==> src/inc/fabric_port_pkg.sv <==
// constants, field layouts and carrier types of the fabric-side port of the coding layer
// assumes one system clock shared with the user fabric logic
package fabric_port_pkg;

    // -----------------------------------------------------------------
    // coding modes
    // -----------------------------------------------------------------
    typedef enum logic [1:0] {
        MODE_8B10B  = 2'b00,
        MODE_10B    = 2'b01,
        MODE_10GE   = 2'b10,
        MODE_BYPASS = 2'b11
    } coding_mode_e;

    // -----------------------------------------------------------------
    // channel bus layout
    // -----------------------------------------------------------------
    localparam int CH_BUS_W     = 80;
    localparam int TX_DATA_LSB  = 0;
    localparam int TX_DATA_W    = 64;
    localparam int TX_CTRL_LSB  = 64;
    localparam int TX_CTRL_W    = 8;
    localparam int TXQ_WR_BIT   = 79;
    localparam int LANES        = 4;
    localparam int LANE_W       = 10;
    localparam int RX_LANE_LSB  = 0;
    localparam int RX_DERR_LSB  = 40;
    localparam int RX_CERR_LSB  = 44;
    localparam int RX_INS_LSB   = 48;
    localparam int RX_DEL_LSB   = 52;
    localparam int RX_WIDE_W    = 64;
    localparam int RX_BYP_W     = 40;

    // queue flag positions
    localparam int QF_AEMPTY    = 0;
    localparam int QF_AFULL     = 1;
    localparam int QF_UNDER     = 2;
    localparam int QF_OVER      = 3;
    localparam int QF_W         = 4;

    // -----------------------------------------------------------------
    // registers
    // -----------------------------------------------------------------
    localparam int          ADDR_W       = 8;
    localparam int          DATA_W       = 32;
    localparam logic [7:0]  REG_MODE     = 8'h00;
    localparam logic [7:0]  REG_IRQ_STAT = 8'h04;
    localparam logic [7:0]  REG_IRQ_MASK = 8'h08;
    localparam logic [7:0]  REG_TXQ_STAT = 8'h0C;
    localparam logic [1:0]  MODE_RESET   = 2'h0;
    localparam int          IRQ_W        = 6;
    localparam logic [5:0]  IRQ_RESET    = 6'h00;
    localparam int          IRQ_TX_UNDER = 0;
    localparam int          IRQ_TX_OVER  = 1;
    localparam int          IRQ_RX_DERR  = 2;
    localparam int          IRQ_RX_CERR  = 3;
    localparam int          IRQ_RX_INS   = 4;
    localparam int          IRQ_RX_DEL   = 5;
    localparam int          TXQ_CNT_LSB  = 8;

    // -----------------------------------------------------------------
    // carriers
    // -----------------------------------------------------------------
    typedef struct packed {
        logic [9:0] sym10;
        logic       rundisp;
        logic       is_ctrl;
        logic [7:0] data;
        logic       disp_err;
        logic       code_err;
        logic       ins;
        logic       del;
    } rx_lane_s;

    typedef rx_lane_s [LANES-1:0] rx_lanes_t;

    typedef struct packed {
        logic                 valid;
        logic [RX_WIDE_W-1:0] wide;
        logic [RX_BYP_W-1:0]  bypass;
    } rx_word_s;

    typedef struct packed {
        logic [TX_CTRL_W-1:0] ctrl;
        logic [TX_DATA_W-1:0] data;
    } tx_entry_s;

endpackage

==> src/logic/tx_queue_mem.sv <==
// storage array of the transmit queue
// assumes the caller never reads and writes past its own pointers
`timescale 1ns/100ps
module tx_queue_mem #(
    parameter int WIDTH = 72,
    parameter int DEPTH = 16,
    parameter int AW    = 4
) (
    input  wire logic             sys_clk_i,
    input  wire logic             wr_en_i,
    input  wire logic [AW-1:0]    wr_addr_i,
    input  wire logic [WIDTH-1:0] wr_data_i,
    input  wire logic             rd_en_i,
    input  wire logic [AW-1:0]    rd_addr_i,
    output logic      [WIDTH-1:0] rd_data_o
);

    logic [WIDTH-1:0] mem_reg [DEPTH];

    // no reset on the array so it can map to block ram
    always_ff @(posedge sys_clk_i) begin
        if (wr_en_i) begin
            mem_reg[wr_addr_i] <= wr_data_i;
        end
        if (rd_en_i) begin
            rd_data_o <= mem_reg[rd_addr_i];
        end
    end

endmodule

==> src/logic/pcs_fabric_port.sv <==
// fabric-side parallel port: transmit queue with flags, receive word packing,
// and a small register file with interrupt status and mask
// assumes fabric logic runs on sys_clk_i; all inputs are synchronous to it
`timescale 1ns/100ps
module pcs_fabric_port
    import fabric_port_pkg::*;
#(
    parameter int TXQ_DEPTH   = 16,
    parameter int TXQ_AW      = 4,
    parameter int TXQ_AE_LVL  = 2,
    parameter int TXQ_AF_LVL  = 14
) (
    input  wire logic                sys_clk_i,
    input  wire logic                sys_rst_i,
    // fabric transmit side
    input  wire logic [CH_BUS_W-1:0] tx_channel_in_bus_i,
    output logic      [QF_W-1:0]     tx_queue_flag_port_o,
    // encoder side of the transmit queue
    input  wire logic                tx_drain_i,
    output logic                     tx_out_valid_o,
    output logic      [TX_DATA_W-1:0] tx_out_data_o,
    output logic      [TX_CTRL_W-1:0] tx_out_ctrl_o,
    // decoder side of the receive path
    input  wire rx_lanes_t           rx_lanes_i,
    input  wire rx_word_s            rx_word_i,
    // fabric receive side
    output logic      [CH_BUS_W-1:0] rx_channel_out_bus_o,
    output logic                     rx_out_valid_o,
    // register port
    input  wire logic [ADDR_W-1:0]   reg_addr_i,
    input  wire logic [DATA_W-1:0]   reg_wdata_i,
    input  wire logic                reg_wr_i,
    input  wire logic                reg_rd_i,
    output logic      [DATA_W-1:0]   reg_rdata_o,
    output logic                     irq_o
);

    localparam int CNT_W = TXQ_AW + 1;
    localparam logic [CNT_W-1:0] AE_LVL = CNT_W'(TXQ_AE_LVL);
    localparam logic [CNT_W-1:0] AF_LVL = CNT_W'(TXQ_AF_LVL);
    localparam logic [CNT_W-1:0] FULL_LVL = CNT_W'(TXQ_DEPTH);
    localparam logic [TXQ_AW-1:0] LAST_PTR = TXQ_AW'(TXQ_DEPTH - 1);

    // -----------------------------------------------------------------
    // control registers
    // -----------------------------------------------------------------
    coding_mode_e         mode_reg;
    coding_mode_e         mode_next;
    logic [IRQ_W-1:0]     irq_stat_reg;
    logic [IRQ_W-1:0]     irq_stat_next;
    logic [IRQ_W-1:0]     irq_mask_reg;
    logic [IRQ_W-1:0]     irq_mask_next;
    logic                 irq_next;
    logic [DATA_W-1:0]    rdata_next;
    logic [IRQ_W-1:0]     irq_events;

    // -----------------------------------------------------------------
    // transmit queue state
    // -----------------------------------------------------------------
    logic [TXQ_AW-1:0]    wptr_reg;
    logic [TXQ_AW-1:0]    wptr_next;
    logic [TXQ_AW-1:0]    rptr_reg;
    logic [TXQ_AW-1:0]    rptr_next;
    logic [CNT_W-1:0]     count_reg;
    logic [CNT_W-1:0]     count_next;
    logic [QF_W-1:0]      qflag_next;
    logic                 out_valid_next;
    logic                 wr_fire;
    logic                 push;
    logic                 pop;
    logic                 q_full;
    logic                 q_empty;
    tx_entry_s            wr_entry;
    tx_entry_s            rd_entry;

    // -----------------------------------------------------------------
    // receive state
    // -----------------------------------------------------------------
    logic [CH_BUS_W-1:0]  rx_bus_next;
    logic                 rx_valid_next;
    logic                 lane_mode;

    // -----------------------------------------------------------------
    // transmit queue
    // -----------------------------------------------------------------
    assign q_full  = (count_reg == FULL_LVL);
    assign q_empty = (count_reg == '0);
    // the strobe only means a queue write when the wide 10GE path is active
    assign wr_fire = (mode_reg == MODE_10GE) && tx_channel_in_bus_i[TXQ_WR_BIT];
    // a write into a full queue is dropped and flagged rather than overwriting;
    // the fabric is expected to back off on almost full
    assign push    = wr_fire && !q_full;
    assign pop     = tx_drain_i && !q_empty;

    assign wr_entry.data = tx_channel_in_bus_i[TX_DATA_LSB +: TX_DATA_W];
    assign wr_entry.ctrl = tx_channel_in_bus_i[TX_CTRL_LSB +: TX_CTRL_W];

    tx_queue_mem #(
        .WIDTH ($bits(tx_entry_s)),
        .DEPTH (TXQ_DEPTH),
        .AW    (TXQ_AW)
    ) u_tx_queue_mem (
        .sys_clk_i (sys_clk_i),
        .wr_en_i   (push),
        .wr_addr_i (wptr_reg),
        .wr_data_i (wr_entry),
        .rd_en_i   (pop),
        .rd_addr_i (rptr_reg),
        .rd_data_o (rd_entry)
    );

    assign tx_out_data_o = rd_entry.data;
    assign tx_out_ctrl_o = rd_entry.ctrl;

    always_comb begin
        wptr_next      = wptr_reg;
        rptr_next      = rptr_reg;
        count_next     = count_reg;
        out_valid_next = pop;
        if (push) begin
            wptr_next = (wptr_reg == LAST_PTR) ? '0 : wptr_reg + 1'b1;
        end
        if (pop) begin
            rptr_next = (rptr_reg == LAST_PTR) ? '0 : rptr_reg + 1'b1;
        end
        if (push && !pop) begin
            count_next = count_reg + 1'b1;
        end else if (pop && !push) begin
            count_next = count_reg - 1'b1;
        end
        // flags are live in every mode, the queue simply takes no writes
        // outside 10GE but drains in every mode
        qflag_next             = '0;
        qflag_next[QF_AEMPTY]  = (count_next <= AE_LVL);
        qflag_next[QF_AFULL]   = (count_next >= AF_LVL);
        qflag_next[QF_UNDER]   = tx_drain_i && q_empty;
        qflag_next[QF_OVER]    = wr_fire && q_full;
    end

    always_ff @(posedge sys_clk_i or posedge sys_rst_i) begin
        if (sys_rst_i) begin
            wptr_reg             <= '0;
            rptr_reg             <= '0;
            count_reg            <= '0;
            tx_out_valid_o       <= 1'b0;
            tx_queue_flag_port_o <= QF_W'(1 << QF_AEMPTY);
        end else begin
            wptr_reg             <= wptr_next;
            rptr_reg             <= rptr_next;
            count_reg            <= count_next;
            tx_out_valid_o       <= out_valid_next;
            tx_queue_flag_port_o <= qflag_next;
        end
    end

    // -----------------------------------------------------------------
    // receive word packing
    // -----------------------------------------------------------------
    assign lane_mode = (mode_reg == MODE_8B10B) || (mode_reg == MODE_10B);

    always_comb begin
        rx_bus_next   = '0;
        rx_valid_next = rx_word_i.valid;
        unique case (mode_reg)
            MODE_8B10B: begin
                for (int i = 0; i < LANES; i++) begin
                    rx_bus_next[RX_LANE_LSB + i*LANE_W +: LANE_W] =
                        {rx_lanes_i[i].rundisp, rx_lanes_i[i].is_ctrl,
                         rx_lanes_i[i].data};
                end
            end
            MODE_10B: begin
                for (int i = 0; i < LANES; i++) begin
                    // raw symbol: bit 9 and bit 8 are data, not disparity/control
                    rx_bus_next[RX_LANE_LSB + i*LANE_W +: LANE_W] =
                        rx_lanes_i[i].sym10;
                end
            end
            MODE_10GE: begin
                rx_bus_next[RX_WIDE_W-1:0] = rx_word_i.wide;
            end
            MODE_BYPASS: begin
                rx_bus_next[RX_BYP_W-1:0] = rx_word_i.bypass;
            end
        endcase
        // flags are taken in the same cycle as the lane bytes, so they
        // register together with them and never slip by a cycle
        if (lane_mode) begin
            for (int i = 0; i < LANES; i++) begin
                rx_bus_next[RX_DERR_LSB + i] = rx_lanes_i[i].disp_err;
                rx_bus_next[RX_CERR_LSB + i] = rx_lanes_i[i].code_err;
                rx_bus_next[RX_INS_LSB + i]  = rx_lanes_i[i].ins;
                rx_bus_next[RX_DEL_LSB + i]  = rx_lanes_i[i].del;
            end
        end
    end

    always_ff @(posedge sys_clk_i or posedge sys_rst_i) begin
        if (sys_rst_i) begin
            rx_channel_out_bus_o <= '0;
            rx_out_valid_o       <= 1'b0;
        end else begin
            rx_channel_out_bus_o <= rx_bus_next;
            rx_out_valid_o       <= rx_valid_next;
        end
    end

    // -----------------------------------------------------------------
    // interrupt events
    // -----------------------------------------------------------------
    always_comb begin
        irq_events               = '0;
        irq_events[IRQ_TX_UNDER] = qflag_next[QF_UNDER];
        irq_events[IRQ_TX_OVER]  = qflag_next[QF_OVER];
        for (int i = 0; i < LANES; i++) begin
            if (lane_mode && rx_word_i.valid) begin
                irq_events[IRQ_RX_DERR] = irq_events[IRQ_RX_DERR] | rx_lanes_i[i].disp_err;
                irq_events[IRQ_RX_CERR] = irq_events[IRQ_RX_CERR] | rx_lanes_i[i].code_err;
                irq_events[IRQ_RX_INS]  = irq_events[IRQ_RX_INS] | rx_lanes_i[i].ins;
                irq_events[IRQ_RX_DEL]  = irq_events[IRQ_RX_DEL] | rx_lanes_i[i].del;
            end
        end
    end

    // -----------------------------------------------------------------
    // register file
    // -----------------------------------------------------------------
    always_comb begin
        mode_next     = mode_reg;
        irq_mask_next = irq_mask_reg;
        irq_stat_next = irq_stat_reg;
        rdata_next    = '0;
        if (reg_wr_i) begin
            unique case (reg_addr_i)
                REG_MODE: begin
                    // changing mode does not flush the queue; software
                    // should drain it first
                    mode_next = coding_mode_e'(reg_wdata_i[1:0]);
                end
                REG_IRQ_MASK: begin
                    irq_mask_next = reg_wdata_i[IRQ_W-1:0];
                end
                REG_IRQ_STAT: begin
                    irq_stat_next = irq_stat_reg & ~reg_wdata_i[IRQ_W-1:0];
                end
                default: begin
                end
            endcase
        end
        // applied after the clear so an event in the clearing cycle survives
        irq_stat_next = irq_stat_next | irq_events;
        irq_next      = |(irq_stat_next & irq_mask_next);
        if (reg_rd_i) begin
            unique case (reg_addr_i)
                REG_MODE: begin
                    rdata_next[1:0] = mode_reg;
                end
                REG_IRQ_STAT: begin
                    rdata_next[IRQ_W-1:0] = irq_stat_reg;
                end
                REG_IRQ_MASK: begin
                    rdata_next[IRQ_W-1:0] = irq_mask_reg;
                end
                REG_TXQ_STAT: begin
                    rdata_next[QF_W-1:0]                = tx_queue_flag_port_o;
                    rdata_next[TXQ_CNT_LSB +: CNT_W]    = count_reg;
                end
                default: begin
                    rdata_next = '0;
                end
            endcase
        end
    end

    always_ff @(posedge sys_clk_i or posedge sys_rst_i) begin
        if (sys_rst_i) begin
            mode_reg     <= coding_mode_e'(MODE_RESET);
            irq_stat_reg <= IRQ_RESET;
            irq_mask_reg <= IRQ_RESET;
            irq_o        <= 1'b0;
            reg_rdata_o  <= '0;
        end else begin
            mode_reg     <= mode_next;
            irq_stat_reg <= irq_stat_next;
            irq_mask_reg <= irq_mask_next;
            irq_o        <= irq_next;
            reg_rdata_o  <= rdata_next;
        end
    end

endmodule

==> config.mk <==
export PLATFORM = sky130hd
export DESIGN_NAME = pcs_fabric_port
export DESIGN_NICKNAME = d
export VERILOG_FILES = /design/src/inc/fabric_port_pkg.sv /design/src/logic/tx_queue_mem.sv /design/src/logic/pcs_fabric_port.sv
export SDC_FILE = /design/constraint.sdc
export NUM_CORES = 1
export LEC_CHECK = 0
export ABC_CLOCK_PERIOD_IN_PS = 4250
export BUFFER_PORTS_ARGS = -buffer_cell sky130_fd_sc_hd__clkbuf_2
export CELL_PAD_IN_SITES_DETAIL_PLACEMENT = 1
export CELL_PAD_IN_SITES_GLOBAL_PLACEMENT = 2
export CORE_ASPECT_RATIO = 0.7
export CORE_MARGIN = 2
export CORE_UTILIZATION = 24
export CTS_CLUSTER_DIAMETER = 50
export CTS_CLUSTER_SIZE = 16
export DETAILED_ROUTE_END_ITERATION = 7
export MAX_ROUTING_LAYER = met4
export PLACE_DENSITY = 0.56
export SETUP_SLACK_MARGIN = 0.15
export SYNTH_ARGS = -nofsm -noshare
export SYNTH_HDL_FRONTEND = slang
export SYNTH_SLANG_ARGS = --single-unit
export TNS_END_PERCENT = 1
==> constraint.sdc <==
create_clock -name sys_clk_i -period 4.25 [get_ports sys_clk_i]
set_input_delay 0.85 -clock sys_clk_i [delete_from_list [all_inputs] [get_ports sys_clk_i]]
set_output_delay 0.85 -clock sys_clk_i [all_outputs]
set_load 0.02 [all_outputs]
==> summary.md <==
| Metric | Value |
|---|---|
| Vias in the first global route | 28.2k |
| Reg2reg path depth | 7 |
| Post-layout util | 28.9% |
| Critical path, cell by cell | inv_1 > ha_1 > or4bb_1 > nand2_1 > nor3b_1 > and2_4 > buf_12 |
| Post-route minimum period | 3.18 ns |
| Count leader, synth | edfxtp_1 |
| Final Power | ~34 mW |
| Reg power frac | 45.8% |
| Final setup viols | 0 |
| Post-synth top cells | 1224 x edfxtp_1, 216 x mux2i_1, 186 x mux4_2, 168 x o21ai_0, 108 x dfrtp_1 |
| Clock transition at path regs | 0.07 ns |
| Post-synth EDFFs | 1224 |
| Worst R2R End | u_tx_queue_mem.mem_reg[10][49] |
| Clock share of power | 32.2% |
| Post-Syn Area per Cell | 19.5 sq um |
| Fin area | 61700 sq um |
| Worst Hold Path EP | rx_out_valid_o |
| Placement Setup Slack | ~0.9 ns |
| Initial Utilization | 24.1% |
| Xor/xnor share of the synthesized area | 0.0851% |
| Final worst setup slack | about 1.1 ns |
| Cell family with the largest share of critical-path delay | simple AND/OR/NAND/NOR gates |
| Synth Flop Type | edfxtp_1 |
| Mux cell area share after synthesis | 14.1% |
| Port buffer count | 446 |
| RSZ-0062 raised after global routing | false |
| Area grow syn2layout | 19.8% |
| Total track usage | 14.0% |
| Cts bufs inserted | 120 |
| Crit path arrival time | between 3 and 4 ns |
| Die height | 391 um |
| Clk root buf | clkbuf_16 |
| Initial antenna violation count | 26 |
| Global-route wire length before repair | 214000 um |
| Dpl cell area | just under 60000 sq um |
| RR Startpoint | count_reg[0] |
| Worst path bufs/invs | 2 |
| Top-area cell type share of the netlist area | 71.4% |
| Fill count | 22.2k |
| Post-Synth Simple-Gate Area | around 1.9% |
| Net switching power | between 10 and 15 mW |
| Max-slew violation count | 0 |
| Drt first pass iters | 5 |
| Final ANT Viol Nets | 0 |
| Logic pwr share | 21.9% |
| Die ar. | 218000 sq um |
| Worst hold path class | input port to register |
| Placed Instances | 5901 |
| #FFs+latches synth | approximately 1.3k |
| Synth Area in Compound Gates | 5.19% |
| Post-CTS Setup Inserts | 0 |
| Via-per-instance ratio | 4.41 |
| CP required | around 4.7 ns |
| Nets@finish | 3477 |
| Critical Path Sink Type | register |
| Worst clock skew | roughly 0.05 ns |
| Seq/Total Area, Yosys | around three quarters |
| Pleak | 20.7 nW |
| Post-synth cell types | 65 |
| Grt total ovfl | 0 |
| Sequential cell area | 39500 sq um |
| Post-DP HPWL | 88500 um |
| Outcome | complete, no violations |
| Max IR drop VDD | approximately 470 uV |
| Via count | 26.9k |
| Worst path slowest cell | and2_4 |
| Hold path depth | 1 |
| H-tree depth | 3 |
| Switch share | a little under a third |
| Type of origin of the critical path | register |
| Critical path fanouts, max | 23 |
| Non-Filler Instances | 6112 |
| Synth area leaders | edfxtp_1 71%, mux4_2 8.1%, dfrtp_1 5.2% |
| Max-Cap Viols | 0 |
| Chip Width | 558 um |
| RePlAce Congestion | 0.851 |
| Cell taking the most area after synthesis | edfxtp_1 |
| Largest register FFs | 1152 |
| WL final | around 150000 um |
| Synth Warn # | 0 |
| FFs w/ async S/R, synth | 8.18% |
| Worst slew pin tran | between 1 and 1.5 ns |
| Cts hold-fix bufs | 0 |
| Post-route DRC violation count | 0 |
| Worst setup path class | register to register |
| Fin crit share | 74.9% |
| Mapped Cells | approximately 2.6k |
| Hold_ws | roughly 0.21 ns |
| WP depth | 7 |
| R2R Setup Slk | 1.07 ns |
| Drt wl/cell | 24.7 um |
| Cell Area, Synth | 51500 sq um |
| Rel. slew slack | 21.6% |
| Drt initial violations | 2182 |
| # rows | 142 |
| Layout cells sized above 1 | 31.4% |
| Clock latency on the worst-skew pair | 0.76 ns |
| Clk sinks | 1333 |
| I/O pins | about 520 |
| CTS-repair resized insts | 0 |
| Startpoint of the worst hold path | rx_word_i[104] |
| CTS tree | built |
| F_max | 314 MHz |
| Adder-cell share of the synthesized area | 0.194% |
| Core Region | 214000 sq um |
| Endpoints failing hold | 0 |
| Multi-input gate area | 11200 sq um |
| Largest net degree at the start of global routing | 73 |
| Crit-path max cell delay | 0.61 ns |
| Setup TNS | 0 ns |
| Internal power | 23.4 mW |
| CTS Buffer Depth | 3 |
| P per Cell Area | 551 nW/um^2 |
| Main combinational cell family by area after synthesis | multiplexers |
[cell usage in the layout, fill, tap and decap left out, types with 15 or more instances in the layout]
master / Yosys / layout
buf_4: 37 / 28
a21oi_1: 75 / 75
mux2i_1: 216 / 216
nand2_1: 106 / 105
mux2_2: 80 / 80
o21ai_0: 168 / 168
mux4_2: 186 / 186
inv_6: 0 / 17
conb_1: 1 / 37
clkbuf_16: 0 / 120
a221oi_1: 72 / 72
edfxtp_1: 1224 / 1224
dfrtp_1: 108 / 102
inv_1: 24 / 23
clkbuf_2: 0 / 446
nor2_1: 16 / 15
buf_12: 0 / 46
a22oi_1: 77 / 77
[power by group through the flow]
stage | logic (mW) | clock network, mW | registers, mW
3_5_place_dp | 7.61 | 0 | 15.9
2_1_floorplan | 4.18 | 0 | 16.0
5_1_grt | 8.13 | 11.8 | 15.7
3_3_place_gp | 7.58 | 0 | 15.9
6_report | 7.45 | 11.0 | 15.6
4_1_cts | 7.64 | 11.3 | 15.6
[per-layer routing]
metal | up-vias | share of wire (%) | track usage [%]
met3 | 177 | 4.0 | 2.26
met4 | 0 | 1.8 | 2.88
met5 | - | 0 | -
li1 | 11700 | - | -
met1 | 14500 | 49 | 20.0
met2 | 518 | 46 | 21.0
[cell families after synthesis]
| group | count (synthesis) |
|---|---|
| xor+xnor | 5 |
| compound gates | 420 |
| other cells | 1 |
| buf+inv | 204 |
| mux | 483 |
| flops | 1333 |
| fa+ha+maj | 8 |
| simple gates | 190 |
[worst max-delay path by stage]
stage,slack [ns],to,start
after floorplan,0.41,u_tx_queue_mem.mem_reg[4][0],tx_channel_in_bus_i[79]
after global placement,0.88,u_tx_queue_mem.mem_reg[12][48],tx_channel_in_bus_i[79]
after detailed placement,0.88,u_tx_queue_mem.mem_reg[12][47],tx_channel_in_bus_i[79]
after CTS,1.02,u_tx_queue_mem.mem_reg[10][49],count_reg[0]
after global routing,0.81,u_tx_queue_mem.mem_reg[10][53],count_reg[1]
final,1.07,u_tx_queue_mem.mem_reg[10][49],count_reg[0]
[cell type report]
cell class | count | share of cell area [%]
tap | 2880 | 5.84
multi-input combinational | 1143 | 18.2
inverter | 25 | 0.160
antenna | 7 | 0.0284
clock inverter | 76 | 1.35
clock buffer | 128 | 4.92
timing repair buffer | 520 | 5.45
sequential | 1333 | 64.0
No activity file was read; power rests on OpenSTA's default activity.
